<file path="src/hsctl_params.svh">
`ifndef HSCTL_PARAMS_SVH
`define HSCTL_PARAMS_SVH

// Register byte offsets
`define HSCTL_CTRL_OFS     8'h00
`define HSCTL_STAT_OFS     8'h04

// Control register field positions
`define HSCTL_MODE_LSB     0
`define HSCTL_RTS_LSB      4
`define HSCTL_CTS_BIT      8
`define HSCTL_DCD_BIT      9
`define HSCTL_DTR_BIT      10
`define HSCTL_DSR_BIT      11

// Status register field positions
`define HSCTL_ST_RTS_BIT   0
`define HSCTL_ST_CTS_BIT   1
`define HSCTL_ST_DCD_BIT   2
`define HSCTL_ST_DTR_BIT   3
`define HSCTL_ST_DSR_BIT   4
`define HSCTL_ST_EN_BIT    5
`define HSCTL_ST_TEST_LSB  8

// Mode codes and reset values
`define HSCTL_MODE_OFF     4'h0
`define HSCTL_MODE_MAX     4'h9
`define HSCTL_CTRL_RST     32'h0000_0000

// Bus responses
`define HSCTL_RESP_OKAY    2'h0
`define HSCTL_RESP_SLVERR  2'h2
`define HSCTL_RESP_DECERR  2'h3

`endif

</file>
<file path="src/hsctl_pkg.sv">
package hsctl_pkg;

	// Request-to-send handling
	typedef enum logic [1:0] {
		HSCTL_RTS_NORMAL  = 2'h0,
		HSCTL_RTS_CARRIER = 2'h1,
		HSCTL_RTS_IGNORE  = 2'h2
	} hsctl_rts_type;

	// Software control settings
	typedef struct packed {
		logic          dsr_force;
		logic          dtr_ignore;
		logic          dcd_force;
		logic          cts_force;
		hsctl_rts_type rts;
		logic [3:0]    mode;
	} hsctl_ctrl_type;

	// Live handshake line states
	typedef struct packed {
		logic rts;
		logic cts;
		logic dcd;
		logic dtr;
		logic dsr;
	} hsctl_line_type;

endpackage

</file>
<file path="src/hsctl_line_if.sv">
`timescale 1ns/1ps
interface hsctl_line_if;
	import hsctl_pkg::*;

	hsctl_ctrl_type ctrl;
	hsctl_line_type live;

	modport regs  (output ctrl, input live);
	modport lines (input ctrl, output live);
endinterface

</file>
<file path="src/hsctl_lines.sv">
`timescale 1ns/1ps
module hsctl_lines
	import hsctl_pkg::*;
(
	input  wire logic     aclk,
	input  wire logic     aresetn,
	input  wire logic     rts_pin,
	input  wire logic     dtr_pin,
	input  wire logic     rx_carrier_ok,
	input  wire logic     tx_ready,
	hsctl_line_if.lines   bus,
	output logic          cts_pin,
	output logic          dcd_pin,
	output logic          dsr_pin,
	output logic          transmit_carrier
);
	`include "hsctl_params.svh"

	typedef struct packed {
		logic [1:0] meta;
		logic [1:0] sync;
		logic       cts;
		logic       dcd;
		logic       dsr;
		logic       carrier;
	} hsctl_lines_type;

	hsctl_lines_type r, nxt;
	logic            en;
	logic            rts_on;
	logic            dtr_ok;

	// Line qualifiers; forced settings bypass the enable on purpose
	always_comb begin
		en     = bus.ctrl.mode != `HSCTL_MODE_OFF;
		rts_on = (bus.ctrl.rts == HSCTL_RTS_IGNORE) | r.sync[1];
		dtr_ok = bus.ctrl.dtr_ignore | r.sync[0];
	end

	// Next state; meta is read only by sync
	always_comb begin
		nxt         = r;
		nxt.meta    = {rts_pin, dtr_pin};
		nxt.sync    = r.meta;
		nxt.cts     = bus.ctrl.cts_force | (en & dtr_ok & rts_on & tx_ready);
		nxt.dcd     = bus.ctrl.dcd_force | (en & rx_carrier_ok);
		nxt.dsr     = bus.ctrl.dsr_force | (en & dtr_ok);
		nxt.carrier = en & dtr_ok &
			((bus.ctrl.rts != HSCTL_RTS_CARRIER) | r.sync[1]);
	end

	// Each line has its own flop; the DTR and RTS settings still feed several lines
	always_ff @(posedge aclk) begin
		if (!aresetn) begin
			r <= '0;
		end else begin
			r <= nxt;
		end
	end

	// Outputs and live status
	assign cts_pin          = r.cts;
	assign dcd_pin          = r.dcd;
	assign dsr_pin          = r.dsr;
	assign transmit_carrier = r.carrier;
	assign bus.live         = '{rts: r.sync[1], cts: r.cts, dcd: r.dcd,
		dtr: r.sync[0], dsr: r.dsr};
endmodule

</file>
<file path="src/hsctl_top.sv">
`timescale 1ns/1ps
// What this block does
// - CTS setting: normal, or held asserted always.
// - DCD setting: normal, or held asserted always.
// - DTR setting: honour incoming line, or ignore it.
// - RTS setting: normal, keys carrier, or ignored.
// - Interface mode codes 0 to 9; 0 disables.
// - Live RTS/CTS/DCD/DTR/DSR states readable, read-only.
// - DSR setting: normal, or held asserted always.
module hsctl_top
	import hsctl_pkg::*;
#(
	parameter int ADDR_W = 4
)(
	input  wire logic              aclk,
	input  wire logic              aresetn,
	input  wire logic [ADDR_W-1:0] s_axi_awaddr,
	input  wire logic [2:0]        s_axi_awprot,
	input  wire logic              s_axi_awvalid,
	output logic                   s_axi_awready,
	input  wire logic [31:0]       s_axi_wdata,
	input  wire logic [3:0]        s_axi_wstrb,
	input  wire logic              s_axi_wvalid,
	output logic                   s_axi_wready,
	output logic [1:0]             s_axi_bresp,
	output logic                   s_axi_bvalid,
	input  wire logic              s_axi_bready,
	input  wire logic [ADDR_W-1:0] s_axi_araddr,
	input  wire logic [2:0]        s_axi_arprot,
	input  wire logic              s_axi_arvalid,
	output logic                   s_axi_arready,
	output logic [31:0]            s_axi_rdata,
	output logic [1:0]             s_axi_rresp,
	output logic                   s_axi_rvalid,
	input  wire logic              s_axi_rready,
	input  wire logic              rts_pin,
	input  wire logic              dtr_pin,
	input  wire logic              rx_carrier_ok,
	input  wire logic              tx_ready,
	input  wire logic [7:0]        test_status,
	output logic                   cts_pin,
	output logic                   dcd_pin,
	output logic                   dsr_pin,
	output logic                   transmit_carrier
);
	`include "hsctl_params.svh"

	// Two words need at least three address bits
	if (ADDR_W < 3 || ADDR_W > 8) begin : g_bad_addr
		$error("hsctl_top: ADDR_W must be 3 to 8");
	end

	localparam logic [ADDR_W-3:0] CTRL_IDX = (ADDR_W-2)'(`HSCTL_CTRL_OFS >> 2);
	localparam logic [ADDR_W-3:0] STAT_IDX = (ADDR_W-2)'(`HSCTL_STAT_OFS >> 2);

	// Reset control word split into its fields, so a new reset value lands bit for bit
	localparam logic [31:0]    CTRL_RST_W = `HSCTL_CTRL_RST;
	localparam hsctl_ctrl_type CTRL_RST   = '{
		dsr_force:  CTRL_RST_W[`HSCTL_DSR_BIT],
		dtr_ignore: CTRL_RST_W[`HSCTL_DTR_BIT],
		dcd_force:  CTRL_RST_W[`HSCTL_DCD_BIT],
		cts_force:  CTRL_RST_W[`HSCTL_CTS_BIT],
		rts:        hsctl_rts_type'(CTRL_RST_W[`HSCTL_RTS_LSB +: 2]),
		mode:       CTRL_RST_W[`HSCTL_MODE_LSB +: 4]
	};

	typedef struct packed {
		hsctl_ctrl_type    ctrl;
		logic              aw_held;
		logic [ADDR_W-1:0] awaddr;
		logic              w_held;
		logic [31:0]       wdata;
		logic [3:0]        wstrb;
		logic              bvalid;
		logic [1:0]        bresp;
		logic              rvalid;
		logic [31:0]       rdata;
		logic [1:0]        rresp;
	} hsctl_top_type;

	hsctl_top_type  r, nxt;
	hsctl_line_if   lif ();
	logic [31:0]    ctrl_word;
	logic [31:0]    stat_word;
	logic [31:0]    merged;
	hsctl_ctrl_type cand;

	// Control and status words as software sees them
	always_comb begin
		ctrl_word = '0;
		ctrl_word[`HSCTL_MODE_LSB +: 4] = r.ctrl.mode;
		ctrl_word[`HSCTL_RTS_LSB +: 2]  = r.ctrl.rts;
		ctrl_word[`HSCTL_CTS_BIT]       = r.ctrl.cts_force;
		ctrl_word[`HSCTL_DCD_BIT]       = r.ctrl.dcd_force;
		ctrl_word[`HSCTL_DTR_BIT]       = r.ctrl.dtr_ignore;
		ctrl_word[`HSCTL_DSR_BIT]       = r.ctrl.dsr_force;
		stat_word = '0;
		stat_word[`HSCTL_ST_RTS_BIT]    = lif.live.rts;
		stat_word[`HSCTL_ST_CTS_BIT]    = lif.live.cts;
		stat_word[`HSCTL_ST_DCD_BIT]    = lif.live.dcd;
		stat_word[`HSCTL_ST_DTR_BIT]    = lif.live.dtr;
		stat_word[`HSCTL_ST_DSR_BIT]    = lif.live.dsr;
		stat_word[`HSCTL_ST_EN_BIT]     = r.ctrl.mode != `HSCTL_MODE_OFF;
		stat_word[`HSCTL_ST_TEST_LSB +: 8] = test_status;
	end

	// Byte-lane merge of a pending write into the control word
	always_comb begin
		for (int i = 0; i < 4; i++) begin
			merged[i*8 +: 8] = r.wstrb[i] ? r.wdata[i*8 +: 8] : ctrl_word[i*8 +: 8];
		end
		cand.mode       = merged[`HSCTL_MODE_LSB +: 4];
		cand.rts        = hsctl_rts_type'(merged[`HSCTL_RTS_LSB +: 2]);
		cand.cts_force  = merged[`HSCTL_CTS_BIT];
		cand.dcd_force  = merged[`HSCTL_DCD_BIT];
		cand.dtr_ignore = merged[`HSCTL_DTR_BIT];
		cand.dsr_force  = merged[`HSCTL_DSR_BIT];
	end

	// Bus slave; write performed once address and data are both held
	always_comb begin
		nxt = r;
		if (s_axi_awvalid && s_axi_awready) begin
			nxt.aw_held = 1'b1;
			nxt.awaddr  = s_axi_awaddr;
		end
		if (s_axi_wvalid && s_axi_wready) begin
			nxt.w_held = 1'b1;
			nxt.wdata  = s_axi_wdata;
			nxt.wstrb  = s_axi_wstrb;
		end
		if (r.aw_held && r.w_held) begin
			nxt.aw_held = 1'b0;
			nxt.w_held  = 1'b0;
			nxt.bvalid  = 1'b1;
			if (r.awaddr[ADDR_W-1:2] == CTRL_IDX) begin
				// Illegal codes refused whole, so no half-applied setting
				if (cand.mode > `HSCTL_MODE_MAX || merged[`HSCTL_RTS_LSB +: 2] == 2'h3) begin
					nxt.bresp = `HSCTL_RESP_SLVERR;
				end else begin
					nxt.ctrl  = cand;
					nxt.bresp = `HSCTL_RESP_OKAY;
				end
			end else if (r.awaddr[ADDR_W-1:2] == STAT_IDX) begin
				nxt.bresp = `HSCTL_RESP_SLVERR;
			end else begin
				nxt.bresp = `HSCTL_RESP_DECERR;
			end
		end
		if (r.bvalid && s_axi_bready) begin
			nxt.bvalid = 1'b0;
		end
		if (r.rvalid && s_axi_rready) begin
			nxt.rvalid = 1'b0;
		end
		if (s_axi_arvalid && s_axi_arready) begin
			nxt.rvalid = 1'b1;
			if (s_axi_araddr[ADDR_W-1:2] == CTRL_IDX) begin
				nxt.rdata = ctrl_word;
				nxt.rresp = `HSCTL_RESP_OKAY;
			end else if (s_axi_araddr[ADDR_W-1:2] == STAT_IDX) begin
				nxt.rdata = stat_word;
				nxt.rresp = `HSCTL_RESP_OKAY;
			end else begin
				nxt.rdata = '0;
				nxt.rresp = `HSCTL_RESP_DECERR;
			end
		end
	end

	// Reset leaves the interface disabled and nothing forced
	always_ff @(posedge aclk) begin
		if (!aresetn) begin
			r <= '{ctrl: CTRL_RST, default: '0};
		end else begin
			r <= nxt;
		end
	end

	assign s_axi_awready = !r.aw_held && !r.bvalid;
	assign s_axi_wready  = !r.w_held && !r.bvalid;
	assign s_axi_bvalid  = r.bvalid;
	assign s_axi_bresp   = r.bresp;
	assign s_axi_arready = !r.rvalid;
	assign s_axi_rvalid  = r.rvalid;
	assign s_axi_rdata   = r.rdata;
	assign s_axi_rresp   = r.rresp;
	assign lif.ctrl      = r.ctrl;

	hsctl_lines u_lines (
		.aclk             (aclk),
		.aresetn          (aresetn),
		.rts_pin          (rts_pin),
		.dtr_pin          (dtr_pin),
		.rx_carrier_ok    (rx_carrier_ok),
		.tx_ready         (tx_ready),
		.bus              (lif.lines),
		.cts_pin          (cts_pin),
		.dcd_pin          (dcd_pin),
		.dsr_pin          (dsr_pin),
		.transmit_carrier (transmit_carrier)
	);
endmodule

</file>
<file path="config.mk">
export PLATFORM = sky130hd
export DESIGN_NAME = hsctl_top
export DESIGN_NICKNAME = d
export VERILOG_FILES = /design/src/hsctl_pkg.sv /design/src/hsctl_line_if.sv /design/src/hsctl_lines.sv /design/src/hsctl_top.sv
export VERILOG_INCLUDE_DIRS = /design/src
export SDC_FILE = /design/constraint.sdc
export NUM_CORES = 1
export LEC_CHECK = 0
export ABC_AREA = 1
export BUFFER_PORTS_ARGS = -buffer_cell sky130_fd_sc_hd__buf_2
export CAP_MARGIN = 20
export CORE_UTILIZATION = 41
export DETAILED_ROUTE_END_ITERATION = 7
export PLACE_DENSITY = 0.75
export SLEW_MARGIN = 20
export SYNTH_ARGS = -nofsm -noshare
export SYNTH_HDL_FRONTEND = slang
export SYNTH_SLANG_ARGS = --single-unit
</file>
<file path="constraint.sdc">
create_clock -name aclk -period 1.1 [get_ports aclk]
set_input_delay 0.055 -clock aclk [delete_from_list [all_inputs] [get_ports aclk]]
set_output_delay 0.055 -clock aclk [all_outputs]
set_load 0.05 [all_outputs]
</file>
Word level (Yosys, flattened, before mapping)
Cells that the tools add are included.
Storage, ports and cells
  register bits: 76
  input bits: 69
  output and inout bits: 45
  word-level logic and storage cells: 70
Operators by class
  $lt $le $gt $ge: 1
  eq/ne operators: 5
  multiplexer cells: 8
  bitwise operators: 13
  reductions and logical operators: 21
Operators by type and width (number)
  18-bit 2-to-1 mux: 2
  35-bit 2-to-1 mux: 1
  1-bit logical AND: 8
  6-bit 2-to-1 mux: 1
  1-bit bitwise OR: 6
  1-bit bitwise AND: 5
  2-bit by 1-bit == test with 1-bit output (second input constant): 2
  2-bit == test (second input constant): 2
  4-bit greater-than comparator (second input constant): 1
  1-bit zero test: 4
  2-bit zero test: 2
  2-bit 2-to-1 mux: 2
  4-bit AND reduction: 1
  4-bit nonzero test: 1
  2-bit OR reduction: 2
  3-bit AND reduction: 1
  1-bit 2-to-1 mux: 2
  2-bit by 1-bit inequality test with 1-bit output (second input constant): 1
  1-bit NOT: 2
  2-bit nonzero test: 1
  1-bit logical OR: 1

Depth between registers and ports, before layout
  word-level depth: 5
  depth in mapped cells: 10
  gate-level depth less buffers: 9

Cells and area by module
Synthesis repeated with hierarchy kept, for this count alone.
Unflattened totals
  cell total of the unflattened synthesis: 326
  area, all modules: 2399.8 um^2
Modules (own cells, without submodules)
  hsctl_top: times used 1, cells each 286, area an instance 2095.8 um^2, sequential area each 900.9 um^2
  hsctl_lines: times used 1, cells each 40, area an instance 304.0 um^2, sequential area each 160.2 um^2

Least setup slack after synthesis
OpenSTA, ideal clock, no wires.
  path kind: reg2reg
  from: reg r (netlist bit s_axi_bvalid)
  to: reg r[39] (netlist bit)
  library setup time: 0.116 ns
  arrival time: 1.803 ns
  data required time: 0.984 ns
  setup slack: -0.819 ns
  stages on the path, launching flop included: 6
  buffers on the path: 1
  period minus slack after synthesis: 1.919 ns
  cells stage by stage: dfxtp_1 -> nor2_1 -> nand2_1 -> clkbuf_1 -> o21ai_0 -> nor2_1
On the way
  cells in the longest elaborated chain, start to end: 3
Ends and longest elaborated chain
  start, declared: RTL line hsctl_top.sv:81  | hsctl_top_type r, nxt;
  start signal, assigned: RTL line hsctl_top.sv:176  | r <= nxt;
  1-bit zero test: RTL line hsctl_top.sv:181  | assign s_axi_wready = !r.w_held && !r.bvalid;
  1-bit logical AND: RTL line hsctl_top.sv:181
  named net s_axi_wready: RTL line hsctl_top.sv:24  | output logic s_axi_wready,
  1-bit logical AND: RTL line hsctl_top.sv:127  | if (s_axi_wvalid && s_axi_wready) begin
The timed path passes the listed nets, and every way through them passes these cells.
A chain may end at the register's enable or synchronous reset.

Worst setup path in the final report
  from: reg r[38] (netlist bit)
  to: reg r (netlist bit ctrl_word[0])
On the way
  cells in the longest elaborated chain, start to end: 5
  elaborated cells on any way between the ends: 6
  classes of those cells: order compare: 1; eq/ne: 1; mux: 1; bitwise: 1; reduce/logical: 2
Ends and longest elaborated chain
  6-bit 2-to-1 mux *: RTL line hsctl_top.sv:110  | merged[i*8 +: 8] = r.wstrb[i] ? r.wdata[i*8 +: 8] : ctrl_word[i*8 +: 8];
  4-bit greater-than comparator (no line) or 2-bit == test (tied branches)
  1-bit logical OR: RTL line hsctl_top.sv:138  | if (cand.mode > `HSCTL_MODE_MAX || merged[`HSCTL_RTS_LSB +: 2] == 2'h3) begin
  1-bit NOT (no line)
  3-bit AND reduction (no line)
Mark *: on every way between the ends. The rest lies on a longest branch, timed or not.

==> results_dict.tcl <==
set metrics [dict create \
    status "complete, but fails checks" \
    violations "negative setup slack" \
    die_y_um 78.3 \
    ys_top_cells_by_area "dfxtp_1 (44%), buf_4 (12%), nand2_1 (9.8%), nor2_1 (5.8%), o21ai_0 (5.7%)" \
    gp_congestion 0.781 \
    io_buffers 61 \
    synthFlopType "dfxtp_1" \
    r2r_slack_ns -0.30 \
    synthCells 315 \
    firstDrtPassIters 4 \
    cts_tree "built" \
    fin_area_um2 3540 \
    r2r-end "ctrl_word[0]" \
    routed_wl_um 6550 \
    ys_warn_count 0 \
    leakagePower_nw 1.60 \
    vias_per_cell 4.82 \
    root_buffer "clkbuf_8" \
    hold_end "r[77]" \
    area_growth_pct 48.4 \
    layout_min_cycle_time_ns 1.40 \
    track_usage_pct 19.0 \
    whs_path_depth 3 \
    htree_levels 2 \
    ios 114 \
    final_antenna_net_count 0 \
    netlist_area_um2 2380 \
    setup_viol 25 \
    drv_cap 0 \
    syn-mean-instance-area_um2 7.57 \
    path_clk_slew_ns 0.10 \
    antenna_found_initial 0 \
    clock-sinks 53 \
    yosys.area.top_type "dfxtp_1" \
    drt_iter0_markers 134 \
    min-delay-start "s_axi_awaddr[2]" \
    reg2reg_from "r[38]" \
    synth_seq_cells 53 \
    postLayoutCoreUtil_pct 63.9 \
    drc 0 \
    cts_made_buffers 5 \
    cp_max_fo 8 \
    p_total_mw 4.70 \
    grt_pass1_vias 2116 \
    fin_crit_sh_pct 127 \
    crit_path_start_kind "flop" \
    synth_top_area_share_pct 44.5 \
    clk_path_buf_depth 2 \
    synthArstFlopShare_pct 0 \
    drv_slew 0 \
    vias 2345 \
    dp_cells 446 \
    final_cells 487 \
    powerDensity_nw_per_um2 1330 \
    detail_route.wl_per_cell_um 13.5 \
    grt_max_degree 21 \
    critPathKind "flop to flop" \
    die-area_um2 6130 \
    ys_types 27 \
    grt_setup_unrepaired "true" \
    dp_hpwl_um 3830 \
    synth_edf_count 0 \
    worstPathRequired_ns 1.35 \
    drive_gt1_share_pct 46.0 \
    overflow 0 \
    fin_nets 483 \
    die_w_um 78.3 \
    yosysMostFrequentCell "nand2_1" \
    worst_ep_arrival_time_ns 1.64 \
    max_freq_mhz 716 \
    vdd.ir_drop.worst_uv 641 \
    fin_skew_ns 0.00913 \
    coreArea_um2 5540 \
    antennaDiodeCount 0 \
    clock_latency_ns 0.31 \
    hp-class "input port to flop" \
    cp-end-kind "flop" \
    worst_slack_ns -0.296 \
    initial_core_util_pct 43.0 \
    tns_ns -3.10 \
    grt_pass1_wl_um 9140 \
    reg2reg_depth 8 \
    placed_cell_area_um2 2790 \
    synthTopCellsByCount "nand2_1 (62), dfxtp_1 (53), buf_4 (37), nor2_1 (37)" \
    synth-seq-area-share_pct 44.5 \
    num_rows 27 \
    hold_viol_final 0 \
]
## cell usage in the layout (no fill, tap or decap), drive strengths merged, types with 5 or more instances in the layout
cell	instances
a21oi	23
a31oi	6
buf	106
clkbuf	7
conb	18
dfxtp	53
dlygate4sd3	15
inv	28
nand2	69
nand3	9
nand4	5
nor2	37
o21ai	28
## area by class of cell
type | count | area, um2
clock buffers | 7 | 86.3
clock inverters | 1 | 30.0
fillers | 413 | 2000
inverters | 29 | 135
multi-input cells | 204 | 1250
flip-flops and latches | 53 | 1080
well taps | 72 | 90.1
repair buffers | 121 | 872
## report_power, final
part | leakage (nW) | internal, mW | switching (mW)
sequential | 0.437 | 2.02 | 0.0705
clock | 0.0585 | 0.743 | 0.641
combinational | 1.10 | 0.446 | 0.774
total | 1.60 | 3.21 | 1.49
## logic make-up (layout without fill, tap and decap cells)
| family | after synthesis | after routing | synth area share (%) |
|---|---|---|---|
| compound gates | 63 | 63 | 14.6 |
| other cells | 1 | 18 | 0.157 |
| flops | 53 | 53 | 44.5 |
| buf+inv | 77 | 158 | 19.1 |
| simple gates | 121 | 123 | 21.6 |
## state kept, by name (all words and copies together), names as in the netlist
signal	flops
ctrl_word	10
r	16
s_axi_bresp	2
s_axi_bvalid	1
s_axi_rdata	14
s_axi_rresp	1
s_axi_rvalid	1
u_lines.bus.live	2
u_lines.cts_pin	1
u_lines.dcd_pin	1
u_lines.dsr_pin	1
u_lines.nxt	2
u_lines.transmit_carrier	1
## metal layers
layer,global-route usage (%),vias to the layer above,share of wire (%)
met5,0,-,0
met4,8.70,0,3.1
met3,3.95,15,4.7
met2,33.8,83,51
met1,21.7,1096,42
li1,-,1151,-
## worst max-delay path, cell delays in order, from the launching register on
cell,delay [ns]
dfxtp_4,0.35
buf_2,0.14
nand2_1,0.09
nand2_2,0.10
a21oi_4,0.17
buf_12,0.15
buf_8,0.11
nand3_4,0.07
a21oi_2,0.17
## how the worst max path moves through the flow
| stage | start | end | cells after the start |
|---|---|---|---|
| after floorplan | s_axi_rvalid | s_axi_rdata[1] | 6 |
| after global placement | r[38] | ctrl_word[0] | 7 |
| after detailed placement | r[38] | ctrl_word[0] | 7 |
| after CTS | r[38] | ctrl_word[11] | 10 |
| after global routing | r[38] | ctrl_word[0] | 8 |
| final | r[38] | ctrl_word[0] | 8 |
## repair_timing
action                     in CTS  in global routing
hold buffers                   14                  1
resized for setup              42                 59
setup buffers                  10                  6
setup endpoints to repair      29                 42
pin swaps                       6                 14
gates cloned                    0                  2
hold endpoints to repair       14                  1
## metrics by stage
step	hold WS [ns]	setup slack, ns
after global placement	0.240	-0.186
after global routing	0.00206	-0.341
after detailed placement	0.249	-0.283
after floorplan	0.145	-0.149
final	0.00431	-0.296
after CTS	0.00231	-0.198
Power figures use the tool's default switching activity.
